$ cat config.mk
export PLATFORM = sky130hd
export DESIGN_NAME = mfto_top
export DESIGN_NICKNAME = d
export VERILOG_FILES = /design/src/rtl/mfto_pkg.sv /design/src/rtl/mfto_top.sv /design/src/rtl/mfto_chan.sv
export SDC_FILE = /design/constraint.sdc
export NUM_CORES = 1
export LEC_CHECK = 0
export BUFFER_PORTS_ARGS = -buffer_cell sky130_fd_sc_hd__buf_4
export CAP_MARGIN = 15
export CELL_PAD_IN_SITES_DETAIL_PLACEMENT = 0
export CELL_PAD_IN_SITES_GLOBAL_PLACEMENT = 1
export CORE_MARGIN = 3
export CORE_UTILIZATION = 51
export DETAILED_ROUTE_END_ITERATION = 8
export GPL_TIMING_DRIVEN = 0
export PLACE_DENSITY = 0.9
export SLEW_MARGIN = 15
export SYNTH_ARGS = -nofsm -noshare
export SYNTH_HDL_FRONTEND = slang
export SYNTH_SLANG_ARGS = --single-unit
export TNS_END_PERCENT = 20
$ cat constraint.sdc
create_clock -name core_clk -period 10.6 [get_ports core_clk]
set_clock_uncertainty 0.1 [all_clocks]
set_input_delay 1.59 -clock core_clk [delete_from_list [all_inputs] [get_ports core_clk]]
set_output_delay 1.59 -clock core_clk [all_outputs]
set_load 0.01 [all_outputs]
$ cat src/rtl/mfto_pkg.sv
// Package for the multi-function timer output recovery block.
// Assumes a single 50 MHz clock domain and a plain strobe register port.
package mfto_pkg;

  typedef enum logic [2:0] {
    MFTO_MODE_NORMAL = 3'h0,
    MFTO_MODE_PWM_MODE_ONE = 3'h1,
    MFTO_MODE_PWM2 = 3'h2,
    MFTO_MODE_PHASE = 3'h3,
    MFTO_MODE_COMPLEMENTARY_PWM_MODE = 3'h4,
    MFTO_MODE_RPWM = 3'h5
  } mfto_mode_t;

  // Pin I/O control codes: initial level and level on compare match
  typedef enum logic [2:0] {
    MFTO_IO_DISABLED = 3'h0,
    MFTO_IO_I0_O0 = 3'h1,
    MFTO_IO_I0_O1 = 3'h2,
    MFTO_IO_I0_TG = 3'h3,
    MFTO_IO_I1_O0 = 3'h5,
    MFTO_IO_I1_O1 = 3'h6,
    MFTO_IO_I1_TG = 3'h7
  } mfto_io_t;

  localparam logic [3:0] MFTO_ADDR_START = 4'h0;
  localparam logic [3:0] MFTO_ADDR_OUT_EN = 4'h1;
  localparam logic [3:0] MFTO_ADDR_LEVEL_CTL = 4'h2;
  localparam logic [3:0] MFTO_ADDR_PIN_FUNC = 4'h3;
  localparam logic [3:0] MFTO_ADDR_PORT_DATA = 4'h4;
  localparam logic [3:0] MFTO_ADDR_MODE_BASE = 4'h8;
  localparam logic [3:0] MFTO_ADDR_IO_BASE = 4'hc;

  localparam int MFTO_IO_A_LSB = 0;
  localparam int MFTO_IO_B_LSB = 4;
  localparam int MFTO_IO_INIT_BIT = 2;
  localparam logic [7:0] MFTO_CMP_RST = 8'hff;
  localparam int MFTO_CH_OE_FIRST = 3;
  localparam int MFTO_CH_PWM2_LAST = 2;
  localparam int MFTO_CH_PHASE_FIRST = 1;
  localparam int MFTO_CH_PHASE_LAST = 2;

endpackage : mfto_pkg

$ cat src/rtl/mfto_top.sv
// Multi-function timer output stage with port fallback for error recovery.
// Assumes software drives the register port; pins are two-signal outputs.
//
// The register addresses and strobed register access are this design's own decisions.
`timescale 1ns/1ns
module mfto_top #(
  parameter int NCH = 5,
  parameter int CW = 8
) (
  input wire logic core_clk,
  input wire logic rst_n,
  input wire logic [3:0] reg_addr,
  input wire logic [15:0] reg_wdata,
  input wire logic reg_wr,
  input wire logic reg_rd,
  output logic [15:0] reg_rdata,
  output logic [2*NCH-1:0] pin_out,
  output logic [2*NCH-1:0] pin_oe
);
  logic [1:0] rst_sync_r;
  logic rst_core_n;
  logic [NCH-1:0] start_r;
  logic [NCH-1:0] out_en_r;
  logic [1:0] level_ctl_r;
  logic [2*NCH-1:0] pin_func_r;
  logic [2*NCH-1:0] port_data_r;
  mfto_pkg::mfto_mode_t mode_r [NCH];
  logic [7:0] io_r [NCH];
  logic [2*NCH-1:0] tim_out;
  logic [15:0] rd_nxt;

  initial begin
    if (NCH != 5 || CW < 2) $error("mfto_top: unsupported channel set");
  end

  function automatic logic mode_ok(input int ch, input logic [2:0] m);
    unique case (m)
      3'h0, 3'h1: mode_ok = 1'b1;
      3'h2: mode_ok = ch <= mfto_pkg::MFTO_CH_PWM2_LAST;
      3'h3: mode_ok = ch >= mfto_pkg::MFTO_CH_PHASE_FIRST
                      && ch <= mfto_pkg::MFTO_CH_PHASE_LAST;
      3'h4, 3'h5: mode_ok = ch >= mfto_pkg::MFTO_CH_OE_FIRST;
      default: mode_ok = 1'b0;
    endcase
  endfunction : mode_ok

  always_ff @(posedge core_clk or negedge rst_n) begin
    if (!rst_n) begin
      rst_sync_r <= 2'h0;
    end else begin
      rst_sync_r <= {rst_sync_r[0], 1'b1};
    end
  end
  assign rst_core_n = rst_sync_r[1];

  always_ff @(posedge core_clk or negedge rst_core_n) begin
    if (!rst_core_n) begin
      start_r <= '0;
      out_en_r <= '0;
      level_ctl_r <= 2'h0;
      pin_func_r <= '0;
      port_data_r <= '0;
    end else if (reg_wr) begin
      unique case (reg_addr)
        mfto_pkg::MFTO_ADDR_START: start_r <= reg_wdata[NCH-1:0];
        mfto_pkg::MFTO_ADDR_OUT_EN: out_en_r <= reg_wdata[NCH-1:0];
        mfto_pkg::MFTO_ADDR_LEVEL_CTL: level_ctl_r <= reg_wdata[1:0];
        mfto_pkg::MFTO_ADDR_PIN_FUNC: pin_func_r <= reg_wdata[2*NCH-1:0];
        mfto_pkg::MFTO_ADDR_PORT_DATA: port_data_r <= reg_wdata[2*NCH-1:0];
        default: ;
      endcase
    end
  end

  for (genvar c = 0; c < NCH; c++) begin : g_ch
    logic io_wr;
    logic oe_ok;
    assign io_wr = reg_wr && reg_addr == mfto_pkg::MFTO_ADDR_IO_BASE
                   && reg_wdata[15:13] == 3'(c);
    // Channels below 3 have no master enable gate
    assign oe_ok = (c < mfto_pkg::MFTO_CH_OE_FIRST) ? 1'b1 : out_en_r[c];

    always_ff @(posedge core_clk or negedge rst_core_n) begin
      if (!rst_core_n) begin
        mode_r[c] <= mfto_pkg::MFTO_MODE_NORMAL;
        io_r[c] <= 8'h0;
      end else begin
        if (reg_wr && reg_addr == mfto_pkg::MFTO_ADDR_MODE_BASE
            && reg_wdata[15:13] == 3'(c) && mode_ok(c, reg_wdata[2:0])) begin
          mode_r[c] <= mfto_pkg::mfto_mode_t'(reg_wdata[2:0]);
        end
        if (io_wr) begin
          io_r[c] <= reg_wdata[7:0];
        end
      end
    end

    mfto_chan #(.CW(CW)) u_chan (
      .core_clk(core_clk),
      .rst_n(rst_core_n),
      .run(start_r[c]),
      .mode(mode_r[c]),
      .io_ctl(io_wr ? reg_wdata[7:0] : io_r[c]),
      .io_wr(io_wr),
      .out_en(oe_ok),
      .cmp(CW'(mfto_pkg::MFTO_CMP_RST)),
      .out_a(tim_out[2*c]),
      .out_b(tim_out[2*c+1])
    );
  end

  // Timer function drives timer level; port function drives port data
  always_ff @(posedge core_clk or negedge rst_core_n) begin
    if (!rst_core_n) begin
      pin_out <= '0;
      pin_oe <= '0;
    end else begin
      for (int p = 0; p < 2*NCH; p++) begin
        pin_out[p] <= pin_func_r[p] ? tim_out[p] : port_data_r[p];
        pin_oe[p] <= pin_func_r[p] ? (p < 2*mfto_pkg::MFTO_CH_OE_FIRST
                                      || out_en_r[p/2]) : port_data_r[p] | pin_func_r[p];
      end
    end
  end

  always_comb begin
    rd_nxt = 16'h0;
    unique case (reg_addr)
      mfto_pkg::MFTO_ADDR_START: rd_nxt[NCH-1:0] = start_r;
      mfto_pkg::MFTO_ADDR_OUT_EN: rd_nxt[NCH-1:0] = out_en_r;
      mfto_pkg::MFTO_ADDR_LEVEL_CTL: rd_nxt[1:0] = level_ctl_r;
      mfto_pkg::MFTO_ADDR_PIN_FUNC: rd_nxt[2*NCH-1:0] = pin_func_r;
      mfto_pkg::MFTO_ADDR_PORT_DATA: rd_nxt[2*NCH-1:0] = tim_out;
      default: rd_nxt = 16'h0;
    endcase
  end

  always_ff @(posedge core_clk or negedge rst_core_n) begin
    if (!rst_core_n) begin
      reg_rdata <= 16'h0;
    end else begin
      reg_rdata <= reg_rd ? rd_nxt : 16'h0;
    end
  end
endmodule : mfto_top

$ cat src/rtl/mfto_chan.sv
// One timer channel: counter, compare match and the A and B waveform outputs.
// Assumes the top decodes mode, start, I/O-control writes and output enable.
`timescale 1ns/1ns
module mfto_chan #(
  parameter int CW = 8
) (
  input wire logic core_clk,
  input wire logic rst_n,
  input wire logic run,
  input wire mfto_pkg::mfto_mode_t mode,
  input wire logic [7:0] io_ctl,
  input wire logic io_wr,
  input wire logic out_en,
  input wire logic [CW-1:0] cmp,
  output logic out_a,
  output logic out_b
);
  logic [CW-1:0] cnt_r;
  logic match;
  logic init_ok;

  initial begin
    if (CW < 2) $error("mfto_chan: counter too narrow");
  end

  function automatic logic next_lvl(input logic [2:0] io, input logic cur);
    unique case (io[1:0])
      2'h1: next_lvl = 1'b0;
      2'h2: next_lvl = 1'b1;
      2'h3: next_lvl = ~cur;
      default: next_lvl = cur;
    endcase
  endfunction : next_lvl

  assign match = run && (cnt_r == cmp);
  // Initialisation only lands where the output master enable permits
  assign init_ok = io_wr && out_en;

  always_ff @(posedge core_clk or negedge rst_n) begin
    if (!rst_n) begin
      cnt_r <= '0;
    end else if (run) begin
      cnt_r <= match ? '0 : cnt_r + 1'b1;
    end
  end

  // Levels keep tracking even while the pin serves the port
  always_ff @(posedge core_clk or negedge rst_n) begin
    if (!rst_n) begin
      out_a <= 1'b0;
    end else if (init_ok && mode != mfto_pkg::MFTO_MODE_PWM2) begin
      out_a <= io_ctl[mfto_pkg::MFTO_IO_A_LSB + mfto_pkg::MFTO_IO_INIT_BIT];
    end else if (match) begin
      out_a <= next_lvl(io_ctl[2:0], out_a);
    end
  end

  // A side acts as the cycle register in PWM mode 2, so only B initialises there
  always_ff @(posedge core_clk or negedge rst_n) begin
    if (!rst_n) begin
      out_b <= 1'b0;
    end else if (init_ok && mode != mfto_pkg::MFTO_MODE_PWM_MODE_ONE) begin
      out_b <= io_ctl[mfto_pkg::MFTO_IO_B_LSB + mfto_pkg::MFTO_IO_INIT_BIT];
    end else if (match && mode != mfto_pkg::MFTO_MODE_PWM_MODE_ONE) begin
      out_b <= next_lvl(io_ctl[6:4], out_b);
    end
  end
endmodule : mfto_chan

==> impl_results.md, run 1 <==
- Run status: completed
- Pins Over Slew Limit: 0
- DRT Pass-1 Iters: 4
- Worst Slack Setup Final: 6930 ps
- Global-route met1 utilization: 0.275
- Initial core utilization: 0.526
- Root buffer cell: clkbuf_16
- CP Class: in -> reg
- Die area: 0.0145 mm^2
- Placed Area: 0.00735 mm^2
- #FFs+latches synth: 149
- Final period utilization: 0.347
- Clk_lat worst skew: 420 ps
- Initial DRC count: 310
- Total Power: 1.64 mW
- Simple-gate share of the synthesized area: 0.159
- Library cells used by synthesis: 61
- Sum Neg Setup Slack: 0 ps
- Synth Instances: 583
- Worst Path Arrival: 3880 ps
- Synth top area cells: dfrtp_1, mux2_2, nand2_1
- Total gr overflow: 0
- Fmax: 272 MHz
- CTS tree: built
- H-tree Lvls: 4
- Share of post-route cells with drive strength above 1: 0.264
- CP endpoint kind: flip-flop
- Final core occ: 0.622
- Commonest cells post-synth: dfrtp_1, nand2_1, mux2_2
- Post-CTS sizing: 0
- Nets: 697
- Startpoint Class: input pin
- GRT Max-Usage Layer: met2
- Worst EP required: 10800 ps
- Max-Cap Viols: 0
- Worst Path Max Fanout: 9
- CTS max path bufs: 2
- Hold buffers post-CTS: 0
- DRC Markers: 0
- Warnings from Yosys: 0
- Area leader, netlist: dfrtp_1
- Top-area cell type share of the netlist area: 0.557
- Peak VDD IR: 0.000112 V
- Fin cells: 843
- Die Y: 121 um
- Asr flop ratio synth: 1.00
- Min Hold Slack: 143 ps
- Setup violators final: 0
- Pleak: 3.65 nW
- Num CTS Buffers: 17
- Vias/cell: 5.51
- Largest family of logic cells by synthesized area: simple AND/OR/NAND/NOR gates
- Critical Path Slowest Stage Cell: or3_1
- CTS clk-pin slew, worst paths: 70 ps
- Final Wtd Congestion: 0.790
- Mux cell area share after synthesis: 0.114
- Cell Pwr Density: 207 mW/mm^2
- Filler cell count: 1019
- Routing usage on met2: 0.338
- CP Cell Sequence: buf_2 > nand4bb_1 > or3_1 > buf_2 > mux2_2 > ha_1 > or2_2 > nand4_1 > o31ai_1 > mux2_2
- GR Util met3: 0.0496
- Worst hold path type: reg -> async
- Largest stage delay, worst path: 410 ps
- Most common cell in the netlist: dfrtp_1
- Actual slew at the worst max-slew pin: 1110 ps
- Final hold violation count: 0
- Initial antenna violation count: 0
- Largest net degree at the start of global routing: 45
- Number of global-route vias before repair: 4712
- Chip width: 121 um
- Slew HR: 0.251
- ANT cells: 0
- Synth Area per Inst: 11.5 um^2
- Vias: 4642
- Placed insts: 811
- Post-CTS Setup Inserts: 0
- Syn-to-layout area delta: 18.3%
- WL final: 14300 um
- First-pass GRT wire length: 23700 um
- RSZ-0062 raised after global routing: no
- FP Rows: 41
- DP HPWL: 9960 um
- Post-synth EDFFs: 0
- Fin crit period: 3670 ps
- Main synth FF type: dfrtp_1
- Synth Area in XOR/XNOR: 0.0301
- Pre-CTS WS: 6520 ps
- # clock sinks: 149
- Part of the Yosys area used for sequential elements: 0.557
- Synth Area in Adders: 0.0280
- Mapped cell area: 0.00669 mm^2
- Total GRT Usage: 0.210
- Finished Cell Area: 0.00792 mm^2
- DRT antenna net count: 0
- Ports: 60
- Port Buffer Count: 48
- DR WL/cell: 17.0 um
- Complex-gate fraction of the synthesized area: 0.0795
- CORE AREA: 0.0127 mm^2
## final cells by class
| cell class | count | area [um^2] | area share |
|---|---|---|---|
| clock buffers | 17 | 425 | 0.0537 |
| flip-flops and latches | 149 | 3730 | 0.471 |
| multi-input cells | 394 | 2780 | 0.351 |
| plain buffers | 25 | 126 | 0.0160 |
| repair buffers | 51 | 420 | 0.0531 |
| clock inverters | 15 | 143 | 0.0180 |
| inverters | 20 | 75.1 | 0.00948 |
| well taps | 172 | 215 | 0.0272 |
## routing by layer
layer	vias to the layer above	part of all wire
met4	0	0.024
met2	113	0.48
met3	27	0.045
met5	-	0
li1	2209	-
met1	2293	0.45
## critical path: cells and delay by family
kind,cells,cell delay [ps]
fa+ha+maj,1,280
compound gates,1,80
mux,2,570
buf+inv,2,330
simple gates,4,1030
## cell families (layout without fill, tap and decap cells)
group           Yosys count  after routing
simple gates            202            202
mux                      68             68
buf+inv                  45            128
fa+ha+maj                15             15
flops                   149            149
compound gates           79             79
xor+xnor                 23             23
other cells               2              7
## state kept, by name (all words and copies together), names as in the netlist
register           count
pin_oe                10
g_ch.u_chan.cnt_r     40
level_ctl_r            2
pin_out               10
io_r                  20
mode_r                15
rst_sync_r             2
reg_rdata             10
g_ch.u_chan.out_a      5
port_data_r           10
pin_func_r            10
start_r                5
out_en_r               5
g_ch.u_chan.out_b      5
## where the power goes
| part | switching [mW] | internal (mW) |
|---|---|---|
| registers | 0.0974 | 0.679 |
| logic | 0.139 | 0.147 |
| clock network | 0.247 | 0.328 |
| total | 0.484 | 1.15 |
## path summary, 6_finish.rpt
path                                from                      end  slack (ps)  cells past startpoint
max                          reg_addr[0]     g_ch[1].u_chan.out_b        6930                     10
min                        rst_sync_r[1]  g_ch[1].u_chan.cnt_r[0]         140                      0
max reg2reg                   start_r[0]     g_ch[0].u_chan.out_b        8310                      5
min reg2reg                rst_sync_r[1]  g_ch[1].u_chan.cnt_r[0]         140                      0
max in group asynchronous  rst_sync_r[1]                 io_r[20]        9430                      2
min in group core_clk      rst_sync_r[0]            rst_sync_r[1]         260                      0
## cells in the final DEF (no fill, tap or decap), types with 12 or more instances in the layout
| cell type | count |
|---|---|
| a21oi_1 | 19 |
| buf_4 | 55 |
| clkbuf_1 | 13 |
| clkbuf_16 | 17 |
| dfrtp_1 | 148 |
| ha_1 | 15 |
| inv_1 | 20 |
| mux2_2 | 63 |
| nand2_1 | 70 |
| nand4_1 | 17 |
| nor2_1 | 41 |
| nor2b_1 | 12 |
| o21ai_0 | 15 |
| xnor2_1 | 17 |
Power figures use the tool's default switching activity.
==> run 2: changes to the inputs <==
--- a/config.mk
+++ b/config.mk
@@ -10,10 +10,10 @@
 export CELL_PAD_IN_SITES_DETAIL_PLACEMENT = 0
 export CELL_PAD_IN_SITES_GLOBAL_PLACEMENT = 1
 export CORE_MARGIN = 3
-export CORE_UTILIZATION = 51
+export CORE_UTILIZATION = 47
 export DETAILED_ROUTE_END_ITERATION = 8
 export GPL_TIMING_DRIVEN = 0
-export PLACE_DENSITY = 0.9
+export PLACE_DENSITY = 0.84
 export SLEW_MARGIN = 15
 export SYNTH_ARGS = -nofsm -noshare
 export SYNTH_HDL_FRONTEND = slang
==> constraint.sdc (replaced) <==
create_clock -name core_clk -period 3.61 [get_ports core_clk]
set_clock_uncertainty 0.1 [all_clocks]
set_input_delay 0.5415 -clock core_clk [delete_from_list [all_inputs] [get_ports core_clk]]
set_output_delay 0.5415 -clock core_clk [all_outputs]
set_load 0.01 [all_outputs]
==> impl_results.md, run 2 (synthesis results as in run 1) <==
- H-tree Lvls: 4 (unchanged)
- Min Hold Slack: 242 ps (was 143 ps)
- FF-to-FF End: g_ch[0].u_chan.out_b (unchanged)
- Run status: completed (unchanged)
- Die Y: 125 um (was 121 um)
- Clock share of power: 0.410 (was 0.351)
- Pins Over Slew Limit: 0 (unchanged)
- DP HPWL: 10100 um (was 9960 um)
- Root buffer cell: clkbuf_16 (unchanged)
- Worst R2R Start: g_ch[0].u_chan.cnt_r[0] (was start_r[0])
- Commonest non-fill, non-tap cell in the layout: dfrtp_1 (unchanged)
- Fmax: 379 MHz
- Max-Cap Viols: 0 (unchanged)
- Max reg flops: 40 (unchanged)
- DRC Markers: 0 (unchanged)
- Die area: 0.0157 mm^2 (was 0.0145 mm^2)
- Largest net degree at the start of global routing: 62 (was 45)
- Share of post-route cells with drive strength above 1: 0.261 (was 0.264)
- Final core occ: 0.596 (was 0.622)
- Pre-CTS WS: 553 ps (was 6520 ps)
- Initial DRC count: 316 (was 310)
- DR WL/cell: 16.6 um (was 17.0 um)
- Post-CTS sizing: 0 (unchanged)
- Vias: 4628 (was 4642)
- CP endpoint kind: flip-flop (unchanged)
- DRT antenna net count: 0 (unchanged)
- WL final: 14100 um (was 14300 um)
- CP Class: in -> reg (unchanged)
- Initial core utilization: 0.494 (was 0.526)
- Reg2Reg Setup Slack: 1420 ps (was 8310 ps)
- Worst Path Arrival: 2840 ps (was 3880 ps)
- DRT Pass-1 Iters: 5 (was 4)
- Biggest regs: g_ch.u_chan.cnt_r (40), io_r (20), mode_r (15) (unchanged)
- CORE AREA: 0.0136 mm^2 (was 0.0127 mm^2)
- CTS clk-pin slew, worst paths: 60 ps (was 70 ps)
- Nets: 697 (unchanged)
- Cell Pwr Density: 653 mW/mm^2 (was 207 mW/mm^2)
- Initial antenna violation count: 0 (unchanged)
- Final hold violation count: 0 (unchanged)
- Setup violators final: 0 (unchanged)
- Psw: 1.38 mW (was 0.484 mW)
- Ports: 60 (unchanged)
- Chip width: 125 um (was 121 um)
- Peak VDD IR: 0.000354 V (was 0.000112 V)
- Logic pwr share: 0.158 (was 0.175)
- Pleak: 3.74 nW (was 3.65 nW)
- Sw Ratio: 0.261 (was 0.295)
- FP Rows: 42 (was 41)
- CTS tree: built (unchanged)
- Num CTS Buffers: 17 (unchanged)
- Worst R2R Path Depth: 5 (unchanged)
- CTS max path bufs: 2 (unchanged)
- # clock sinks: 149 (unchanged)
- Final period utilization: 0.730
- Total GRT Usage: 0.189 (was 0.210)
- Sum Neg Setup Slack: 0 ps (unchanged)
- Top reg by flops: g_ch.u_chan.cnt_r (unchanged)
- Most frequent cells in the layout: dfrtp_1, nand2_1, mux2_2 (unchanged)
- Clk_lat worst skew: 420 ps (about the same)
- Number of global-route vias before repair: 4669 (was 4712)
- Worst EP required: 3810 ps (was 10800 ps)
- Final Wtd Congestion: 0.796 (was 0.790)
- Port Buffer Count: 48 (unchanged)
- Worst Slack Setup Final: 974 ps (was 6930 ps)
- Fin crit period: 2640 ps
- ANT cells: 0 (unchanged)
- Worst hold path type: reg -> async (unchanged)
- First-pass GRT wire length: 23600 um (was 23700 um)
- Syn-to-layout area delta: 20.8% (was 18.3%)
- Vias/cell: 5.46 (was 5.51)
- Startpoint Class: input pin (unchanged)
- RSZ-0062 raised after global routing: no (unchanged)
- Share of power burned in registers: 0.431 (was 0.474)
- Total gr overflow: 0 (unchanged)
- Pint: 3.90 mW (was 1.15 mW)
- Actual slew at the worst max-slew pin: 1050 ps (was 1110 ps)
- Finished Cell Area: 0.00809 mm^2 (was 0.00792 mm^2)
- Slew HR: 0.293 (was 0.251)
- Placed Area: 0.00735 mm^2 (unchanged)
- Worst Path Max Fanout: 9 (unchanged)
run 2: cell count changes in the layout (fill, tap and decap cells not counted), sizes merged:
cell / change
bufinv: +7
clkinv: -2
inv: -5
dlygate4sd3: +1
clkbuf: +3
clkinvlp: -3
buf: -1
run 2: critical path: stages:
cell and delay, ps:
buf_2 150, nand4bb_1 250, or3_1 410, buf_2 180
mux2_2 300, ha_1 280, or2_2 270, nand4_1 110
o31ai_1 80, mux2_2 260
run 2: metal layers:
layer  routed length (um)  GRT usage  vias to the layer above
li1                     -          -                     2202
met5                    0          0                        -
met1                 6520      0.257                     2291
met4                  223     0.0682                        0
met3                  600     0.0422                       20
met2                 6740      0.299                      115
run 2: worst max-delay path by stage:
stage,startpoint,endpoint,slack (ps),cells past startpoint
final,reg_addr[0],g_ch[1].u_chan.out_b,970,10
after global placement,rst_sync_r[1],g_ch[2].u_chan.cnt_r[6],260,0
after floorplan,reg_addr[0],g_ch[1].u_chan.out_b,740,10
after detailed placement,reg_addr[0],g_ch[1].u_chan.out_b,550,10
after CTS,reg_addr[0],g_ch[1].u_chan.out_b,990,10
after global routing,reg_addr[0],g_ch[1].u_chan.out_b,850,11
run 2: metrics by stage:
step	std cells	total power, mW
final	847	5.28
after floorplan	588	2.81
after global placement	812	3.07
after CTS	847	5.32
after global routing	847	5.54
after detailed placement	814	3.14
run 2: layout make-up:
type / instances / area [um^2]
Fill cell: 1121 / 5470
Sequential cell: 149 / 3730
Multi-Input combinational cell: 394 / 2780
Clock buffer: 20 / 457
Timing Repair Buffer: 51 / 425
Clock inverter: 12 / 270
Tap cell: 176 / 220
Buffer: 25 / 126
Inverter: 20 / 75.1
run 2: timing repair:
action | in CTS | in global routing
endpoints found under the hold margin | 2 | 0
setup buffers | 0 | 0
hold buffers | 1 | 0
run 2: power by group through the flow:
stage / Sequential, mW / Combinational (mW) / Clock, mW
floorplan: 2.28 / 0.531 / 0
detailed placement: 2.30 / 0.839 / 0
finish: 2.28 / 0.835 / 2.17
CTS: 2.28 / 0.848 / 2.19
global placement: 2.30 / 0.766 / 0
global route: 2.33 / 0.942 / 2.27
